## config.mk

```make
export PLATFORM = sky130hd
export DESIGN_NAME = risc_switch
export DESIGN_NICKNAME = d
export VERILOG_FILES = /design/src/logic/risc_pkg.sv /design/src/logic/risc_sync.sv /design/src/logic/risc_switch.sv
export VERILOG_INCLUDE_DIRS = /design/src /design/src/logic
export SDC_FILE = /design/constraint.sdc
export NUM_CORES = 1
export LEC_CHECK = 0
export ABC_AREA = 1
export BUFFER_PORTS_ARGS = -buffer_cell sky130_fd_sc_hd__buf_2
export CELL_PAD_IN_SITES_DETAIL_PLACEMENT = 0
export CELL_PAD_IN_SITES_GLOBAL_PLACEMENT = 1
export CORE_MARGIN = 4
export CORE_UTILIZATION = 35
export DETAILED_ROUTE_END_ITERATION = 7
export PLACE_DENSITY_LB_ADDON = 0.1
export RECOVER_POWER = 50
export REMOVE_ABC_BUFFERS = 1
export SYNTH_ARGS = -nofsm -noshare
export SYNTH_HDL_FRONTEND = slang
export SYNTH_SLANG_ARGS = --single-unit
```

## constraint.sdc

```tcl
create_clock -name clk -period 1.7 [get_ports clk]
set_input_delay 0.255 -clock clk [delete_from_list [all_inputs] [get_ports clk]]
set_output_delay 0.255 -clock clk [all_outputs]
set_load 0.01 [all_outputs]
```

## src/logic/risc_regs.svh

```systemverilog
`ifndef RISC_REGS_SVH
`define RISC_REGS_SVH
// Behaviour
// - each input has a two-bit rank, 00 lowest through 11 highest.
// - an input ranked 00 is never picked by automatic switching.
// - on equal rank the automatic selector prefers input 0 over input 1.
// - with ref_loss_mask at 0 lock status fails on pll loss of lock or on inactivity of the selected input.
// - with ref_loss_mask at 1 only pll loss of lock sets the lock status failure.
// - ref_loss_mask at 1 also keeps a reference loss off the gpio failure output when gpio reports failures.
// - revertive_enable only acts in the automatic modes and does nothing when mode bit 0 is 0.
// - with revertive_enable at 0 a re-validated unselected input leaves the selection alone.
// - with revertive_enable at 1 a re-validated unselected input of higher rank than the active one is switched to.
// - selection_mode encodes 00 manual, 01 auto, 10 short-term holdover, 11 auto with holdover.
// - in manual modes input select 00 picks input 0 and 01 input 1, 10 and 11 reserved.
// - in automatic modes a state machine picks from the loss flags and the ranks.
// - a gpio input selection overrides the mode field selection.

// ****************************************
// register offsets
// ****************************************
`define RISC_ADDR_RANK 8'h34
`define RISC_ADDR_MODE 8'h35
`define RISC_ADDR_HCNT 8'h36
`define RISC_ADDR_HDIV 8'h37

// ****************************************
// field positions and masks
// ****************************************
`define RISC_RANK0_LSB 6
`define RISC_RANK1_LSB 4
`define RISC_RANK_MASK 8'hF0
`define RISC_MASK_BIT 6
`define RISC_REVERT_BIT 5
`define RISC_MODE_LSB 2
`define RISC_SEL_LSB 0
`define RISC_MODE_MASK 8'h6F
`define RISC_HDIV_MASK 8'hC3

// ****************************************
// reset values
// ****************************************
`define RISC_RANK_RST 8'hE0
`define RISC_MODE_RST 8'h00
`define RISC_HCNT_RST 8'h80
`define RISC_HDIV_RST 8'h00
`endif

```

## src/logic/risc_pkg.sv

```systemverilog
package risc_pkg;
  typedef logic [1:0] risc_rank_t;
  typedef enum logic [1:0] {
    RISC_MANUAL,
    RISC_AUTO,
    RISC_SHORT_HOLD,
    RISC_AUTO_HOLD
  } risc_mode_e;
  typedef enum {
    RISC_ST_MANUAL,
    RISC_ST_ON0,
    RISC_ST_ON1,
    RISC_ST_NONE
  } risc_state_e;
endpackage

```

## src/logic/risc_sync.sv

```systemverilog
`timescale 1ns/1ps
module risc_sync (
  input wire logic clk,
  input wire logic rst_n,
  input wire logic [4:0] d,
  output logic [4:0] q
);
  logic [4:0] meta;

  // first stage feeds only the second stage
  always_ff @(posedge clk or negedge rst_n) begin
    if (!rst_n) begin
      meta <= 5'h00;
      q <= 5'h00;
    end else begin
      meta <= d;
      q <= meta;
    end
  end
endmodule

```

## src/logic/risc_switch.sv

```systemverilog
`timescale 1ns/1ps
`include "risc_regs.svh"
module risc_switch (
  input wire logic clk,
  input wire logic rst_n,
  input wire logic [7:0] reg_addr,
  input wire logic reg_wr,
  input wire logic [7:0] reg_wdata,
  output logic [7:0] reg_rdata,
  input wire logic [1:0] input_valid,
  input wire logic pll_locked,
  input wire logic gpio_sel_en,
  input wire logic gpio_sel,
  input wire logic gpio_fail_report,
  output logic ref_select,
  output logic ref_active,
  output logic pll_lock_state,
  output logic pll_lock_latched,
  output logic gpio_fail,
  output logic revert_event
);
  import risc_pkg::*;

  // ****************************************
  // input synchronisers
  // ****************************************
  // pins and the pll lock come from other domains; apart from gpio_fail_report nothing reads them before two flops
  logic [4:0] sync_q;
  risc_sync u_sync (
    .clk(clk),
    .rst_n(rst_n),
    .d({input_valid, pll_locked, gpio_sel_en, gpio_sel}),
    .q(sync_q)
  );

  logic [1:0] valid_s;
  logic lock_s;
  logic gsel_en_s;
  logic gsel_s;
  assign valid_s = sync_q[4:3];
  assign lock_s = sync_q[2];
  assign gsel_en_s = sync_q[1];
  assign gsel_s = sync_q[0];

  // ****************************************
  // registers
  // ****************************************
  logic [7:0] input_priority_config;
  logic [7:0] switch_mode_control;
  logic [7:0] holdoff_count_period;
  logic [7:0] holdoff_divider_config;

  wire wr_rank = reg_wr && (reg_addr == `RISC_ADDR_RANK);
  wire wr_mode = reg_wr && (reg_addr == `RISC_ADDR_MODE);
  wire wr_hcnt = reg_wr && (reg_addr == `RISC_ADDR_HCNT);
  wire wr_hdiv = reg_wr && (reg_addr == `RISC_ADDR_HDIV);

  always_ff @(posedge clk or negedge rst_n) begin
    if (!rst_n) begin
      input_priority_config <= `RISC_RANK_RST;
      switch_mode_control <= `RISC_MODE_RST;
      holdoff_count_period <= `RISC_HCNT_RST;
      holdoff_divider_config <= `RISC_HDIV_RST;
    end else begin
      if (wr_rank) input_priority_config <= reg_wdata & `RISC_RANK_MASK;
      if (wr_mode) switch_mode_control <= reg_wdata & `RISC_MODE_MASK;
      if (wr_hcnt) holdoff_count_period <= reg_wdata;
      if (wr_hdiv) holdoff_divider_config <= reg_wdata & `RISC_HDIV_MASK;
    end
  end

  // ****************************************
  // field decode
  // ****************************************
  risc_rank_t rank0;
  risc_rank_t rank1;
  risc_mode_e selection_mode;
  logic [1:0] input_select;
  logic ref_loss_mask;
  logic revertive_enable;
  logic auto_mode;
  assign rank0 = input_priority_config[`RISC_RANK0_LSB +: 2];
  assign rank1 = input_priority_config[`RISC_RANK1_LSB +: 2];
  assign selection_mode = risc_mode_e'(switch_mode_control[`RISC_MODE_LSB +: 2]);
  assign input_select = switch_mode_control[`RISC_SEL_LSB +: 2];
  assign ref_loss_mask = switch_mode_control[`RISC_MASK_BIT];
  assign revertive_enable = switch_mode_control[`RISC_REVERT_BIT];
  // short-term holdover takes the manual path; no holdover timing lives in this block
  assign auto_mode = (selection_mode == RISC_AUTO) || (selection_mode == RISC_AUTO_HOLD);

  // an input counts as a candidate only when valid and ranked above zero
  function automatic logic eligible(input logic vld, input risc_rank_t rk);
    return vld && (rk != 2'b00);
  endfunction

  // best candidate; ties go to input 0
  function automatic logic pick_best(input logic [1:0] vld, input risc_rank_t r0, input risc_rank_t r1);
    logic e0;
    logic e1;
    e0 = eligible(vld[0], r0);
    e1 = eligible(vld[1], r1);
    if (e0 && e1) return (r1 > r0) ? 1'b1 : 1'b0;
    return e1 && !e0;
  endfunction

  logic any_eligible;
  logic best;
  assign any_eligible = eligible(valid_s[0], rank0) || eligible(valid_s[1], rank1);
  assign best = pick_best(valid_s, rank0, rank1);

  // state the automatic selector settles on for the present flags and ranks
  function automatic risc_state_e auto_pick(input logic any_ok, input logic pick_one);
    if (!any_ok) return RISC_ST_NONE;
    if (pick_one) return RISC_ST_ON1;
    return RISC_ST_ON0;
  endfunction

  risc_state_e pick_state;
  assign pick_state = auto_pick(any_eligible, best);

  // ****************************************
  // automatic selection state machine
  // ****************************************
  risc_state_e state;
  risc_state_e next_state;
  logic [1:0] valid_d;
  logic [1:0] revalid;
  logic cur_sel;
  logic cur_ok;
  logic cur_rank_lower;
  logic do_revert;

  // valid_d resets low, so a flag valid at release reads as a rise; harmless, reset leaves the selector manual
  assign revalid = valid_s & ~valid_d;
  assign cur_sel = (state == RISC_ST_ON1);
  assign cur_ok = valid_s[cur_sel];
  assign cur_rank_lower = cur_sel ? (rank0 > rank1) : (rank1 > rank0);
  // only the non-selected input's rise can trigger a revert
  assign do_revert = auto_mode && revertive_enable && revalid[!cur_sel] &&
                     eligible(valid_s[!cur_sel], cur_sel ? rank0 : rank1) && cur_rank_lower;

  always_comb begin
    next_state = state;
    unique case (state)
      RISC_ST_MANUAL: begin
        if (auto_mode) next_state = pick_state;
      end
      RISC_ST_ON0, RISC_ST_ON1: begin
        if (!auto_mode) next_state = RISC_ST_MANUAL;
        else if (!cur_ok || !eligible(cur_ok, cur_sel ? rank1 : rank0) || do_revert) begin
          next_state = pick_state;
        end
      end
      RISC_ST_NONE: begin
        if (!auto_mode) next_state = RISC_ST_MANUAL;
        else if (any_eligible) next_state = pick_state;
      end
    endcase
  end

  always_ff @(posedge clk or negedge rst_n) begin
    if (!rst_n) begin
      state <= RISC_ST_MANUAL;
      valid_d <= 2'b00;
    end else begin
      state <= next_state;
      valid_d <= valid_s;
    end
  end

  // ****************************************
  // selected reference and status
  // ****************************************
  logic next_sel;
  logic next_active;
  logic ref_lost;
  logic next_lock_fail;
  // reserved select codes fall back to input 0 in manual mode
  assign next_sel = gsel_en_s ? gsel_s :
                    auto_mode ? (next_state == RISC_ST_ON1) : (input_select == 2'b01);
  assign next_active = gsel_en_s || !auto_mode || (next_state != RISC_ST_NONE);
  assign ref_lost = !valid_s[ref_select] || !ref_active;
  assign next_lock_fail = !lock_s || (!ref_loss_mask && ref_lost);

  always_ff @(posedge clk or negedge rst_n) begin
    if (!rst_n) begin
      ref_select <= 1'b0;
      ref_active <= 1'b0;
      pll_lock_state <= 1'b0;
      pll_lock_latched <= 1'b0;
      gpio_fail <= 1'b0;
      revert_event <= 1'b0;
    end else begin
      ref_select <= next_sel;
      ref_active <= next_active;
      pll_lock_state <= !next_lock_fail;
      // sticky: set on any failure, only reset clears it
      pll_lock_latched <= pll_lock_latched | next_lock_fail;
      // same failure term as the lock status, so while gpio_fail_report is high the pin and the status never disagree
      gpio_fail <= gpio_fail_report && next_lock_fail;
      revert_event <= do_revert;
    end
  end

  // ****************************************
  // read back
  // ****************************************
  logic [7:0] next_rdata;
  // read data leaves a flop like every other output; it follows reg_addr one edge later
  always_comb begin
    unique case (reg_addr)
      `RISC_ADDR_RANK: next_rdata = input_priority_config;
      `RISC_ADDR_MODE: next_rdata = switch_mode_control;
      `RISC_ADDR_HCNT: next_rdata = holdoff_count_period;
      `RISC_ADDR_HDIV: next_rdata = holdoff_divider_config;
      default: next_rdata = 8'h00;
    endcase
  end

  always_ff @(posedge clk or negedge rst_n) begin
    if (!rst_n) begin
      reg_rdata <= 8'h00;
    end else begin
      reg_rdata <= next_rdata;
    end
  end
endmodule

```

==> qor.txt, run 1 <==
result of the run: finished with violations
violated checks: negative setup slack
worst r2r src: input_priority_config[7]
wire length on met1: 3269 um
1st-iter DRT viols: 70
Setup TNS: -0.7540 ns
largest net degree at the start of global routing: 32
average routed wire per standard cell: 11.84 um
worst hold stages: 3
HPWL Detailed: 5092 um
worst-skew pair later-pin latency: 0.35 ns
DRC Markers: 0
largest vdd supply drop: 0.6066 mV
number of warnings issued by yosys: 0
root buffer cell: sky130_fd_sc_hd__clkbuf_8
H-tree level count: 3
synth cell count leaders: 76 x sky130_fd_sc_hd__dfrtp_1, 53 x sky130_fd_sc_hd__inv_1, 49 x sky130_fd_sc_hd__nand2_1, 49 x sky130_fd_sc_hd__nor2_1, 18 x sky130_fd_sc_hd__inv_2
total power: 0.004440 W
Port Buffers: 38
Pwr per Cell Area: 1036 nW/um^2
area enclosed by the die boundary: 11120 sq um
required arrival time at the worst endpoint: 1.98 ns
FFs w/ async S/R, synth: 100.0%
first-pass GRT wire length: 11860 um
via count of the first global-routing pass: 2577
length of routed met2 wiring: 3094 um
depth of the worst register-to-register path: 16
Worst R2R End: ref_select
NumNets Final: 466
total of endpoints with negative setup slack in the final report: 5
area overhead of the layout relative to synthesis: 28.95%
worst-case hold slack: 0.1041 ns
Filler Cell Count: 890
Tcrit/Tclk final: 114.3%
routed vias/inst: 4.330
leading cell types by total area after synthesis: sky130_fd_sc_hd__dfrtp_1 57%, sky130_fd_sc_hd__inv_1 6.0%, sky130_fd_sc_hd__nand2_1 5.5%
cell taking the most area after synthesis: sky130_fd_sc_hd__dfrtp_1
hold-critical path endpoint: gpio_fail
sequential group share of total power: 46.4%
logic gate share of total power: 18.8%
final setup margin: -0.2439 ns
primary flip-flop cell chosen by synthesis mapping: sky130_fd_sc_hd__dfrtp_1
remaining antenna violation count: 0
sequential element share of the synthesized area: 60.39%
Die Wd: 105.4 um
nature of the critical path endpoint: flip-flop
fraction of final layout cells with drive strength greater than 1: 32.43%
antenna violations before repair: 0
startpoint class of the critical path: flip-flop
final hold violations: 0
actual slew at the worst max-slew pin: 0.7534 ns
total core area: 9240 sq um
cell-internal power: 0.003242 W
slew margin rel.: 49.78%
worst-case clock skew: 0.01119 ns
post-placement setup slack: -0.2494 ns
Starting Density: 35.96%
maximum frequency from static timing analysis: 0.5144 GHz
highest routed layer: met4
class of the worst hold path: input port to flip-flop
total CTS buffers: 9
count of TritonRoute iterations in the first routing pass: 4
total via count after detailed routing: 2481
count of cell types in the netlist: 37
dominant cell by count in the synthesized netlist: sky130_fd_sc_hd__dfrtp_1
number of top-level design ports: 39
Static Leakage: 2.175 nW
data arrival time of the critical path: 2.23 ns
clock period minus worst slack: 1.944 ns
Final Cell Area: 4285 sq um
fraction of post-synthesis cell area in the top cell type by area: 57.23%
total track usage: 13.40%
number of standard-cell rows in the floorplan: 35
CTS tree: built
count of flip-flops with a built-in enable after synthesis: 0
flip-flop and latch count after synthesis: 80
Synth Area per Inst: 9.632 sq um
clock sink count: 80
worst-case register-to-register setup slack: -0.24 ns
netlist area before placement: 3323 sq um
Clock Power Share: 34.8%
Final Slew Violations: 0
amount of wire on met3 after detailed routing: 312 um
maximum root-to-sink buffer count: 2
net switching power figure: 0.001198 W
vertical die dimension: 105.4 um
cells after synthesis: 345
Crit Path Max Fanout: 5
total inserted antenna cells: 0
post-CTS clock slew at the launch and capture registers of the worst setup and hold paths: 0.08 ns
total global routing overflow: 0
Worst Path Class, Setup: flip-flop to flip-flop
instance area after placement: 3971 sq um
Min-Delay Startpoint: gpio_fail_report
setup repair after global routing missed its margin: true
maxcap violations: 0
Total Wirelength: 6783 um
GPL Wtd Cong: 0.7863
share of total power consumed by net switching: 26.99%
-- worst max path at each step --
stage | startpoint | endpoint | slack (ns) | depth (start not counted)
2_1_floorplan | input_priority_config[7] | ref_active | -0.16 | 14
3_3_place_gp | input_priority_config[7] | ref_select | -0.22 | 15
3_5_place_dp | input_priority_config[7] | ref_select | -0.25 | 15
4_1_cts | input_priority_config[7] | ref_select | -0.22 | 16
5_1_grt | input_priority_config[7] | ref_active | -0.43 | 15
6_report | input_priority_config[7] | ref_select | -0.24 | 16
-- state kept, by name (all words and copies together), names as in the netlist --
register and flops:
state 32, input_priority_config 4, holdoff_divider_config 4, gpio_fail 1, u_sync.meta 5, switch_mode_control 6
ref_active 1, reg_rdata 8, revert_event 1, u_sync.q 5, ref_select 1, pll_lock_latched 1
pll_lock_state 1, holdoff_count_period 8, valid_d 2
-- stage by stage --
step / util (%) / std cells
after floorplan: - / 339
after detailed placement: 42.98 / 547
after global placement: 42.98 / 547
after CTS: 46.39 / 571
final: 46.38 / 573
after global routing: 46.38 / 573
-- critical path, cell delays in order (launching register included) --
cell and delay [ns]:
sky130_fd_sc_hd__dfstp_2 0.54, sky130_fd_sc_hd__inv_2 0.05, sky130_fd_sc_hd__ha_4 0.26, sky130_fd_sc_hd__inv_2 0.02
sky130_fd_sc_hd__nor2_1 0.08, sky130_fd_sc_hd__nor2_1 0.06, sky130_fd_sc_hd__inv_1 0.07, sky130_fd_sc_hd__nand4_1 0.09
sky130_fd_sc_hd__nand2_2 0.11, sky130_fd_sc_hd__nand3_4 0.09, sky130_fd_sc_hd__nand2_2 0.07, sky130_fd_sc_hd__nand2_1 0.05
sky130_fd_sc_hd__nand3_1 0.07, sky130_fd_sc_hd__nand2_1 0.06, sky130_fd_sc_hd__nand2_2 0.08, sky130_fd_sc_hd__nand3_2 0.07
sky130_fd_sc_hd__a21oi_2 0.13
-- placed cells by master, fill, tap and decap left out, drive strengths merged --
cell | netlist | final
buf | 3 | 79
dfrtp | 76 | 76
inv | 71 | 71
nand2 | 58 | 58
nor2 | 53 | 53
o21ai | 23 | 23
clkbuf | 3 | 16
nand3 | 9 | 9
a21oi | 8 | 8
nand4 | 7 | 7
dlygate4sd3 | 0 | 6
nor4 | 6 | 6
dfstp | 4 | 4
mux2 | 4 | 4
o21a | 3 | 3
o221ai | 3 | 3
o22ai | 3 | 3
nor3 | 3 | 3
clkinv | 0 | 2
bufinv | 0 | 2
ha | 2 | 2
nand3b | 1 | 1
and3 | 1 | 1
a22oi | 1 | 1
o2111ai | 1 | 1
a41oi | 1 | 1
a31oi | 1 | 1
-- kinds of logic (layout without fill, tap and decap cells) --
group,Yosys count,in the layout,synth area share [%]
adder cells (fa/ha/maj),2,2,0.7529
multiplexers,4,4,1.355
buffers and inverters,77,176,8.810
flip-flops,80,80,60.39
AO/OA/AOI/OAI,44,44,7.870
AND/OR/NAND/NOR,138,138,20.82
-- power by group through the flow --
stage	logic, W	clock network [W]	registers, W
finish	0.000835	0.00155	0.00206
global route	0.000955	0.00168	0.00207
CTS	0.000830	0.00162	0.00206
detailed placement	0.000784	0	0.00210
global placement	0.000783	0	0.00210
floorplan	0.000453	0	0.00211
-- routing by layer --
metal | track usage [%] | up-vias
li1 | - | 1267
met1 | 17.83 | 1167
met2 | 20.72 | 36
met3 | 4.164 | 11
met4 | 4.499 | 0
met5 | 0 | -
-- layout make-up --
cell class | count | area, sq um | share of cell area (%)
flip-flops and latches | 80 | 2007 | 46.83
clock buffers | 12 | 145.1 | 3.387
repair buffers | 89 | 581.8 | 13.58
inverters | 71 | 266.5 | 6.219
well taps | 129 | 161.4 | 3.766
clock inverters | 4 | 77.57 | 1.810
multi-input cells | 188 | 1046 | 24.41
-- timing repair --
action,CTS,global route
setup buffers,2,2
pin swaps,6,7
setup endpoints to repair,4,5
resized for setup,4,2
hold buffers,6,0
endpoints found under the hold margin,29,0
Note: power is estimated with default switching activity, not from simulation.
==> run 2: changes to the inputs <==
--- a/config.mk
+++ b/config.mk
@@ -10,7 +10,7 @@
 export BUFFER_PORTS_ARGS = -buffer_cell sky130_fd_sc_hd__buf_2
 export CELL_PAD_IN_SITES_DETAIL_PLACEMENT = 0
 export CELL_PAD_IN_SITES_GLOBAL_PLACEMENT = 1
-export CORE_MARGIN = 4
+export CORE_MARGIN = 5
 export CORE_UTILIZATION = 35
 export DETAILED_ROUTE_END_ITERATION = 7
 export PLACE_DENSITY_LB_ADDON = 0.1
==> constraint.sdc (replaced) <==
create_clock -name clk -period 1.6 [get_ports clk]
set_input_delay 0.24 -clock clk [delete_from_list [all_inputs] [get_ports clk]]
set_output_delay 0.24 -clock clk [all_outputs]
set_load 0.01 [all_outputs]
==> run 2 against run 1 <==
Effect of this change: the flow still finishes with violations (negative setup slack); first-iteration DRC count up 30%; register-to-register slack worse by 0.14 ns; sequential share of layout area down 1.1 points; worst hold slack worse by 0.0098 ns; sequential power up 6%; non-clock buffer count up 9; final area up 2.4%; cell count up 1.6%; wire length up 4.9%; setup slack worse by 0.14 ns; critical path type unchanged; highest routed layer unchanged.
==> qor.txt, run 2 (synthesis gave the netlist of run 1 again) <==
total inserted antenna cells: 0
Die Wd: 107.4 um
flip-flop count of the largest register, all copies and words added: 32
fraction of final layout cells with drive strength greater than 1: 35.98%
CP startpoint: input_priority_config[7]
Worst Path Class, Setup: flip-flop to flip-flop
total track usage: 13.37%
register area: 2007 sq um
setup repair after global routing missed its margin: true
Worst R2R End: state[1]
count of TritonRoute iterations in the first routing pass: 4
Starting Density: 35.96%
via count of the first global-routing pass: 2568
total global routing overflow: 0
Total Wirelength: 7112 um
total via count after detailed routing: 2514
count of placed standard cells including taps: 557
actual slew at the worst max-slew pin: 0.8565 ns
NumNets Final: 475
result of the run: finished with violations
Tcrit/Tclk final: 123.8%
Worst Setup EP: state[1]
maximum root-to-sink buffer count: 2
HPWL Detailed: 5185 um
nature of the critical path endpoint: flip-flop
Pwr per Cell Area: 1108 nW/um^2
worst-case clock skew: 0.01612 ns
Port Buffers: 38
final hold violations: 0
Final Slew Violations: 0
root buffer cell: sky130_fd_sc_hd__clkbuf_8
vertical die dimension: 107.4 um
routed vias/inst: 4.320
DRC Markers: 0
Filler Cell Count: 885
CP Cell Sequence: inv_2, ha_4, inv_2, nor2_2, nor2_2, inv_1, nand3_1, nand2_1, buf_4, a21oi_1, o21ai_2, nand2_1, inv_2, buf_4
Largest Register: state
utilization after layout: 47.47%
leading cell types in the layout, fill and taps excluded: 76 x sky130_fd_sc_hd__dfrtp_1, 51 x sky130_fd_sc_hd__inv_1, 51 x sky130_fd_sc_hd__buf_4
worst r2r src: input_priority_config[7]
startpoint class of the critical path: flip-flop
total of endpoints with negative setup slack in the final report: 5
area occupied by multi-input gates: 1071 sq um
average routed wire per standard cell: 12.22 um
final setup margin: -0.3816 ns
delay of the slowest cell on the worst path: 0.54 ns
maximum frequency from static timing analysis: 0.5046 GHz
largest vdd supply drop: 0.4349 mV
Crit Path Max Fanout: 2
most common cell type on the critical path: sky130_fd_sc_hd__inv_2
GPL Wtd Cong: 0.8247
worst-skew pair later-pin latency: 0.35 ns
top flop regs: state: 32 flops, holdoff_count_period: 8 flops, reg_rdata: 8 flops
maxcap violations: 0
count of cell instances traversed by the critical path: 14
number of buffers and inverters on the critical path: 6
post-route insts no fill: 582
Crit path max-delay family: flip-flops
class of the worst hold path: input port to flip-flop
H-tree level count: 3
post-CTS clock slew at the launch and capture registers of the worst setup and hold paths: 0.09 ns
clock period minus worst slack: 1.982 ns
largest net degree at the start of global routing: 38
violated checks: negative setup slack
data arrival time of the critical path: 2.22 ns
Static Leakage: 2.220 nW
total power: 0.004861 W
clock sink count: 80
first-pass GRT wire length: 12100 um
worst-case register-to-register setup slack: -0.38 ns
1st-iter DRT viols: 91
number of standard-cell rows in the floorplan: 35
slowest library cell on the worst path: sky130_fd_sc_hd__dfstp_2
CTS tree: built
area enclosed by the die boundary: 11540 sq um
slew margin rel.: 42.90%
total core area: 9240 sq um
most common library cell in the layout ignoring fill and taps: sky130_fd_sc_hd__dfrtp_1
number of top-level design ports: 39
required arrival time at the worst endpoint: 1.84 ns
area overhead of the layout relative to synthesis: 32.00%
total CTS buffers: 9
remaining antenna violation count: 0
depth of the worst register-to-register path: 14
antenna violations before repair: 0
-- run 2: how the worst min path moves through the flow --
stage / start / endpoint / slack, ns / cells past startpoint
2_1_floorplan: rst_n / gpio_fail / -0.06 / 0
3_3_place_gp: rst_n / state[6] / 0.12 / 1
3_5_place_dp: rst_n / state[6] / 0.12 / 1
4_1_cts: gpio_fail_report / gpio_fail / 0.07 / 3
5_1_grt: gpio_fail_report / gpio_fail / 0.07 / 3
6_report: gpio_fail_report / gpio_fail / 0.09 / 3
-- run 2: power by group --
part	leakage (nW)	switching, W	internal [W]
Combinational	1.11	0.000556	0.000430
Sequential	0.996	0.0000608	0.00213
Clock	0.112	0.000785	0.000898
-- run 2: per-stage QoR --
stage	TNS [ns]	hold WS [ns]	instance area, sq um	worst slack (ns)
final	-1.689	0.09428	4387	-0.3816
after global routing	-2.547	0.06558	4387	-0.5549
after CTS	-1.143	0.06854	4357	-0.3437
after detailed placement	-1.535	0.1186	4046	-0.3743
after global placement	-1.242	0.1194	4046	-0.3161
after floorplan	-0.7770	-0.05559	3297	-0.2600
-- run 2: area by class of cell --
type | count | share of cell area (%)
Clock buffer | 9 | 2.824
Clock inverter | 7 | 2.310
Inverter | 71 | 6.075
Multi-Input combinational cell | 188 | 24.42
Sequential cell | 80 | 45.75
Tap cell | 129 | 3.679
Timing Repair Buffer | 98 | 14.95
-- run 2: worst register-to-register path: cells and delay by family, from the launching register on --
family	cells	cell delay, ns
compound gates	2	0.24
flops	1	0.54
simple gates	5	0.40
fa+ha+maj	1	0.24
buf+inv	6	0.46
-- run 2: what timing repair did --
item | 4_1_cts | 5_1_grt
resized for setup | 4 | 10
hold buffers | 6 | 0
buffers inserted | 1 | 2
setup endpoints to repair | 5 | 5
pin swaps | 2 | 8
endpoints found under the hold margin | 18 | 0
-- run 2: layer usage --
layer,track usage [%],vias to the layer above,part of all wire (%)
li1,-,1287,-
met1,18.76,1186,51
met2,20.38,39,45
met3,3.959,2,3.9
met4,3.246,0,0.49
met5,0,-,0
==> run 3: changes to the inputs <==
--- a/config.mk
+++ b/config.mk
@@ -6,7 +6,6 @@
 export SDC_FILE = /design/constraint.sdc
 export NUM_CORES = 1
 export LEC_CHECK = 0
-export ABC_AREA = 1
 export BUFFER_PORTS_ARGS = -buffer_cell sky130_fd_sc_hd__buf_2
 export CELL_PAD_IN_SITES_DETAIL_PLACEMENT = 0
 export CELL_PAD_IN_SITES_GLOBAL_PLACEMENT = 1
==> run 3 against run 2 <==
Effect of this change: the run still ends with negative setup slack left; clock power decreased by 14%; sequential share of layout area increased by 3.2 points; worst hold slack improved by 0.017 ns; sequential power decreased by 4%; setup slack got worse by 0.0084 ns; synthesized cell count decreased by 32%; final area decreased by 6.6%; critical endpoint is now ref_select.
==> qor.txt, run 3 <==
number of top-level design ports: 39
Setup TNS: -2.902 ns
most common library cell in the layout ignoring fill and taps: sky130_fd_sc_hd__dfrtp_1
primary flip-flop cell chosen by synthesis mapping: sky130_fd_sc_hd__dfrtp_1
area enclosed by the die boundary: 10940 sq um
number of buffers and inverters on the critical path: 1
count of flip-flops with a built-in enable after synthesis: 0
Port Buffers: 38
share of total power consumed by net switching: 23.73%
FFs w/ async S/R, synth: 100.0%
total via count after detailed routing: 2053
Worst Path Class, Setup: flip-flop to flip-flop
flip-flop and latch count after synthesis: 80
total of endpoints with negative setup slack in the final report: 33
number of warnings issued by yosys: 0
count of TritonRoute iterations in the first routing pass: 4
top flop regs: state: 32 flops, holdoff_count_period: 8 flops, reg_rdata: 8 flops
fraction of final layout cells with drive strength greater than 1: 49.53%
area overhead of the layout relative to synthesis: 30.90%
Die Wd: 104.6 um
dominant cell by count in the synthesized netlist: sky130_fd_sc_hd__dfrtp_1
result of the run: finished with violations
setup repair after global routing missed its margin: true
largest net degree at the start of global routing: 30
remaining antenna violation count: 0
NumNets Final: 341
required arrival time at the worst endpoint: 1.84 ns
clock sink count: 80
routed vias/inst: 4.808
largest vdd supply drop: 0.4655 mV
final setup margin: -0.3900 ns
violated checks: negative setup slack
leading cell types by total area after synthesis: sky130_fd_sc_hd__dfrtp_1 61%, sky130_fd_sc_hd__mux2_2 9.0%, sky130_fd_sc_hd__and2_1 5.6%
Total Wirelength: 6681 um
via count of the first global-routing pass: 2164
cell taking the most area after synthesis: sky130_fd_sc_hd__dfrtp_1
H-tree level count: 3
fraction of post-synthesis cell area in the top cell type by area: 60.75%
first-pass GRT wire length: 11190 um
slew margin rel.: 59.22%
nature of the critical path endpoint: flip-flop
Pwr per Cell Area: 934.2 nW/um^2
sequential element share of the synthesized area: 64.11%
flip-flop count of the largest register, all copies and words added: 32
Crit Path Max Fanout: 3
actual slew at the worst max-slew pin: 0.6118 ns
antenna violations before repair: 0
worst-skew pair later-pin latency: 0.34 ns
cells after synthesis: 236
sequential group share of total power: 55.0%
Tcrit/Tclk final: 124.4%
leading cell types in the layout, fill and taps excluded: 76 x sky130_fd_sc_hd__dfrtp_1, 37 x sky130_fd_sc_hd__buf_2, 25 x sky130_fd_sc_hd__mux2_2
Crit path max-delay family: compound AO/OA/AOI/OAI gates
total core area: 8721 sq um
synth cell count leaders: 76 x sky130_fd_sc_hd__dfrtp_1, 28 x sky130_fd_sc_hd__and2_1, 25 x sky130_fd_sc_hd__mux2_2
net switching power figure: 0.0009085 W
instance area after placement: 3649 sq um
Filler Cell Count: 790
slowest library cell on the worst path: sky130_fd_sc_hd__dfstp_2
register area: 2007 sq um
total CTS buffers: 9
Synth Area per Inst: 13.26 sq um
Static Leakage: 2.008 nW
Largest Register: state
DRC Markers: 0
total power: 0.003828 W
startpoint class of the critical path: flip-flop
maxcap violations: 0
netlist area before placement: 3131 sq um
1st-iter DRT viols: 58
total inserted antenna cells: 0
data arrival time of the critical path: 2.23 ns
Final Cell Area: 4098 sq um
count of cell types in the netlist: 46
class of the worst hold path: input port to flip-flop
clock period minus worst slack: 1.990 ns
delay of the slowest cell on the worst path: 0.54 ns
CP Cell Sequence: inv_2, ha_4, nor2b_4, o211ai_2, nor3_1, a211o_2, a31o_1, o41ai_2
logic gate share of total power: 7.4%
number of standard-cell rows in the floorplan: 34
maximum root-to-sink buffer count: 2
total global routing overflow: 0
area occupied by multi-input gates: 1217 sq um
Starting Density: 35.90%
Final Slew Violations: 0
utilization after layout: 46.99%
vertical die dimension: 104.6 um
HPWL Detailed: 4557 um
post-CTS clock slew at the launch and capture registers of the worst setup and hold paths: 0.08 ns
total track usage: 12.88%
root buffer cell: sky130_fd_sc_hd__clkbuf_8
final hold violations: 0
maximum frequency from static timing analysis: 0.5025 GHz
CTS tree: built
cell-internal power: 0.002920 W
average routed wire per standard cell: 15.65 um
GPL Wtd Cong: 0.8014
Clock Power Share: 37.7%
worst-case clock skew: 0.005738 ns
==> run 3: final timing paths <==
check	start	endpoint	slack [ns]	depth (start not counted)
hold / removal	gpio_fail_report	gpio_fail	0.11	2
setup / recovery	input_priority_config[7]	ref_select	-0.39	8
min in group asynchronous	rst_n	state[28]	0.43	2
setup reg to reg	input_priority_config[7]	ref_select	-0.39	8
max in group asynchronous	rst_n	switch_mode_control[1]	0.30	3
hold reg to reg	u_sync.meta[3]	u_sync.q[3]	0.35	0
==> run 3: worst register-to-register path, stage by stage (launching register included) <==
cell and delay (ns):
sky130_fd_sc_hd__dfstp_2 0.54, sky130_fd_sc_hd__inv_2 0.04, sky130_fd_sc_hd__ha_4 0.20, sky130_fd_sc_hd__nor2b_4 0.13, sky130_fd_sc_hd__o211ai_2 0.19, sky130_fd_sc_hd__nor3_1 0.06
sky130_fd_sc_hd__a211o_2 0.26, sky130_fd_sc_hd__a31o_1 0.26, sky130_fd_sc_hd__o41ai_2 0.20
==> run 3: per-layer routing <==
| metal | share of wire [%] | global-route usage, % | up-vias |
|---|---|---|---|
| met3 | 3.5 | 3.884 | 7 |
| met2 | 44 | 17.51 | 32 |
| met4 | 1.2 | 4.292 | 0 |
| li1 | - | - | 987 |
| met1 | 52 | 19.54 | 1027 |
| met5 | 0 | 0 | - |
==> run 3: kinds of logic after synthesis <==
family                   after synthesis  synth area share (%)
AND/OR/NAND/NOR                       80                 15.15
flip-flops                            80                 64.11
AO/OA/AOI/OAI                         32                 7.275
multiplexers                          29                 10.67
buffers and inverters                 12                 1.719
adder cells (fa/ha/maj)                2                0.7992
XOR/XNOR                               1                0.2798
==> run 3: final cells by class <==
class | count | share of cell area [%]
Sequential cell | 80 | 48.98
Multi-Input combinational cell | 144 | 29.71
Timing Repair Buffer | 74 | 12.98
Tap cell | 108 | 3.298
Clock buffer | 10 | 3.114
Clock inverter | 6 | 1.466
Inverter | 5 | 0.4580
==> run 3: power by group through the flow <==
stage	clock network [W]	registers, W	logic, W
2_1_floorplan	0	0.00214	0.0000956
3_3_place_gp	0	0.00214	0.000260
3_5_place_dp	0	0.00214	0.000261
4_1_cts	0.00151	0.00210	0.000289
5_1_grt	0.00160	0.00211	0.000318
6_report	0.00144	0.00210	0.000282
==> run 3: per-stage QoR <==
step,worst slack [ns],instances,hold WS (ns)
after floorplan,-0.4651,229,-0.05559
after global placement,-0.5042,400,0.1751
after detailed placement,-0.5330,400,0.1722
after CTS,-0.3887,428,0.09018
after global routing,-0.4797,427,0.1123
final,-0.3900,427,0.1114
==> run 3: repair_timing <==
action | CTS | global route
setup buffers | 4 | 0
pin swaps | 14 | 22
hold endpoints to repair | 23 | 0
setup endpoints to repair | 33 | 33
hold buffers | 6 | 0
gates resized for setup | 20 | 26
cloned | 2 | 1
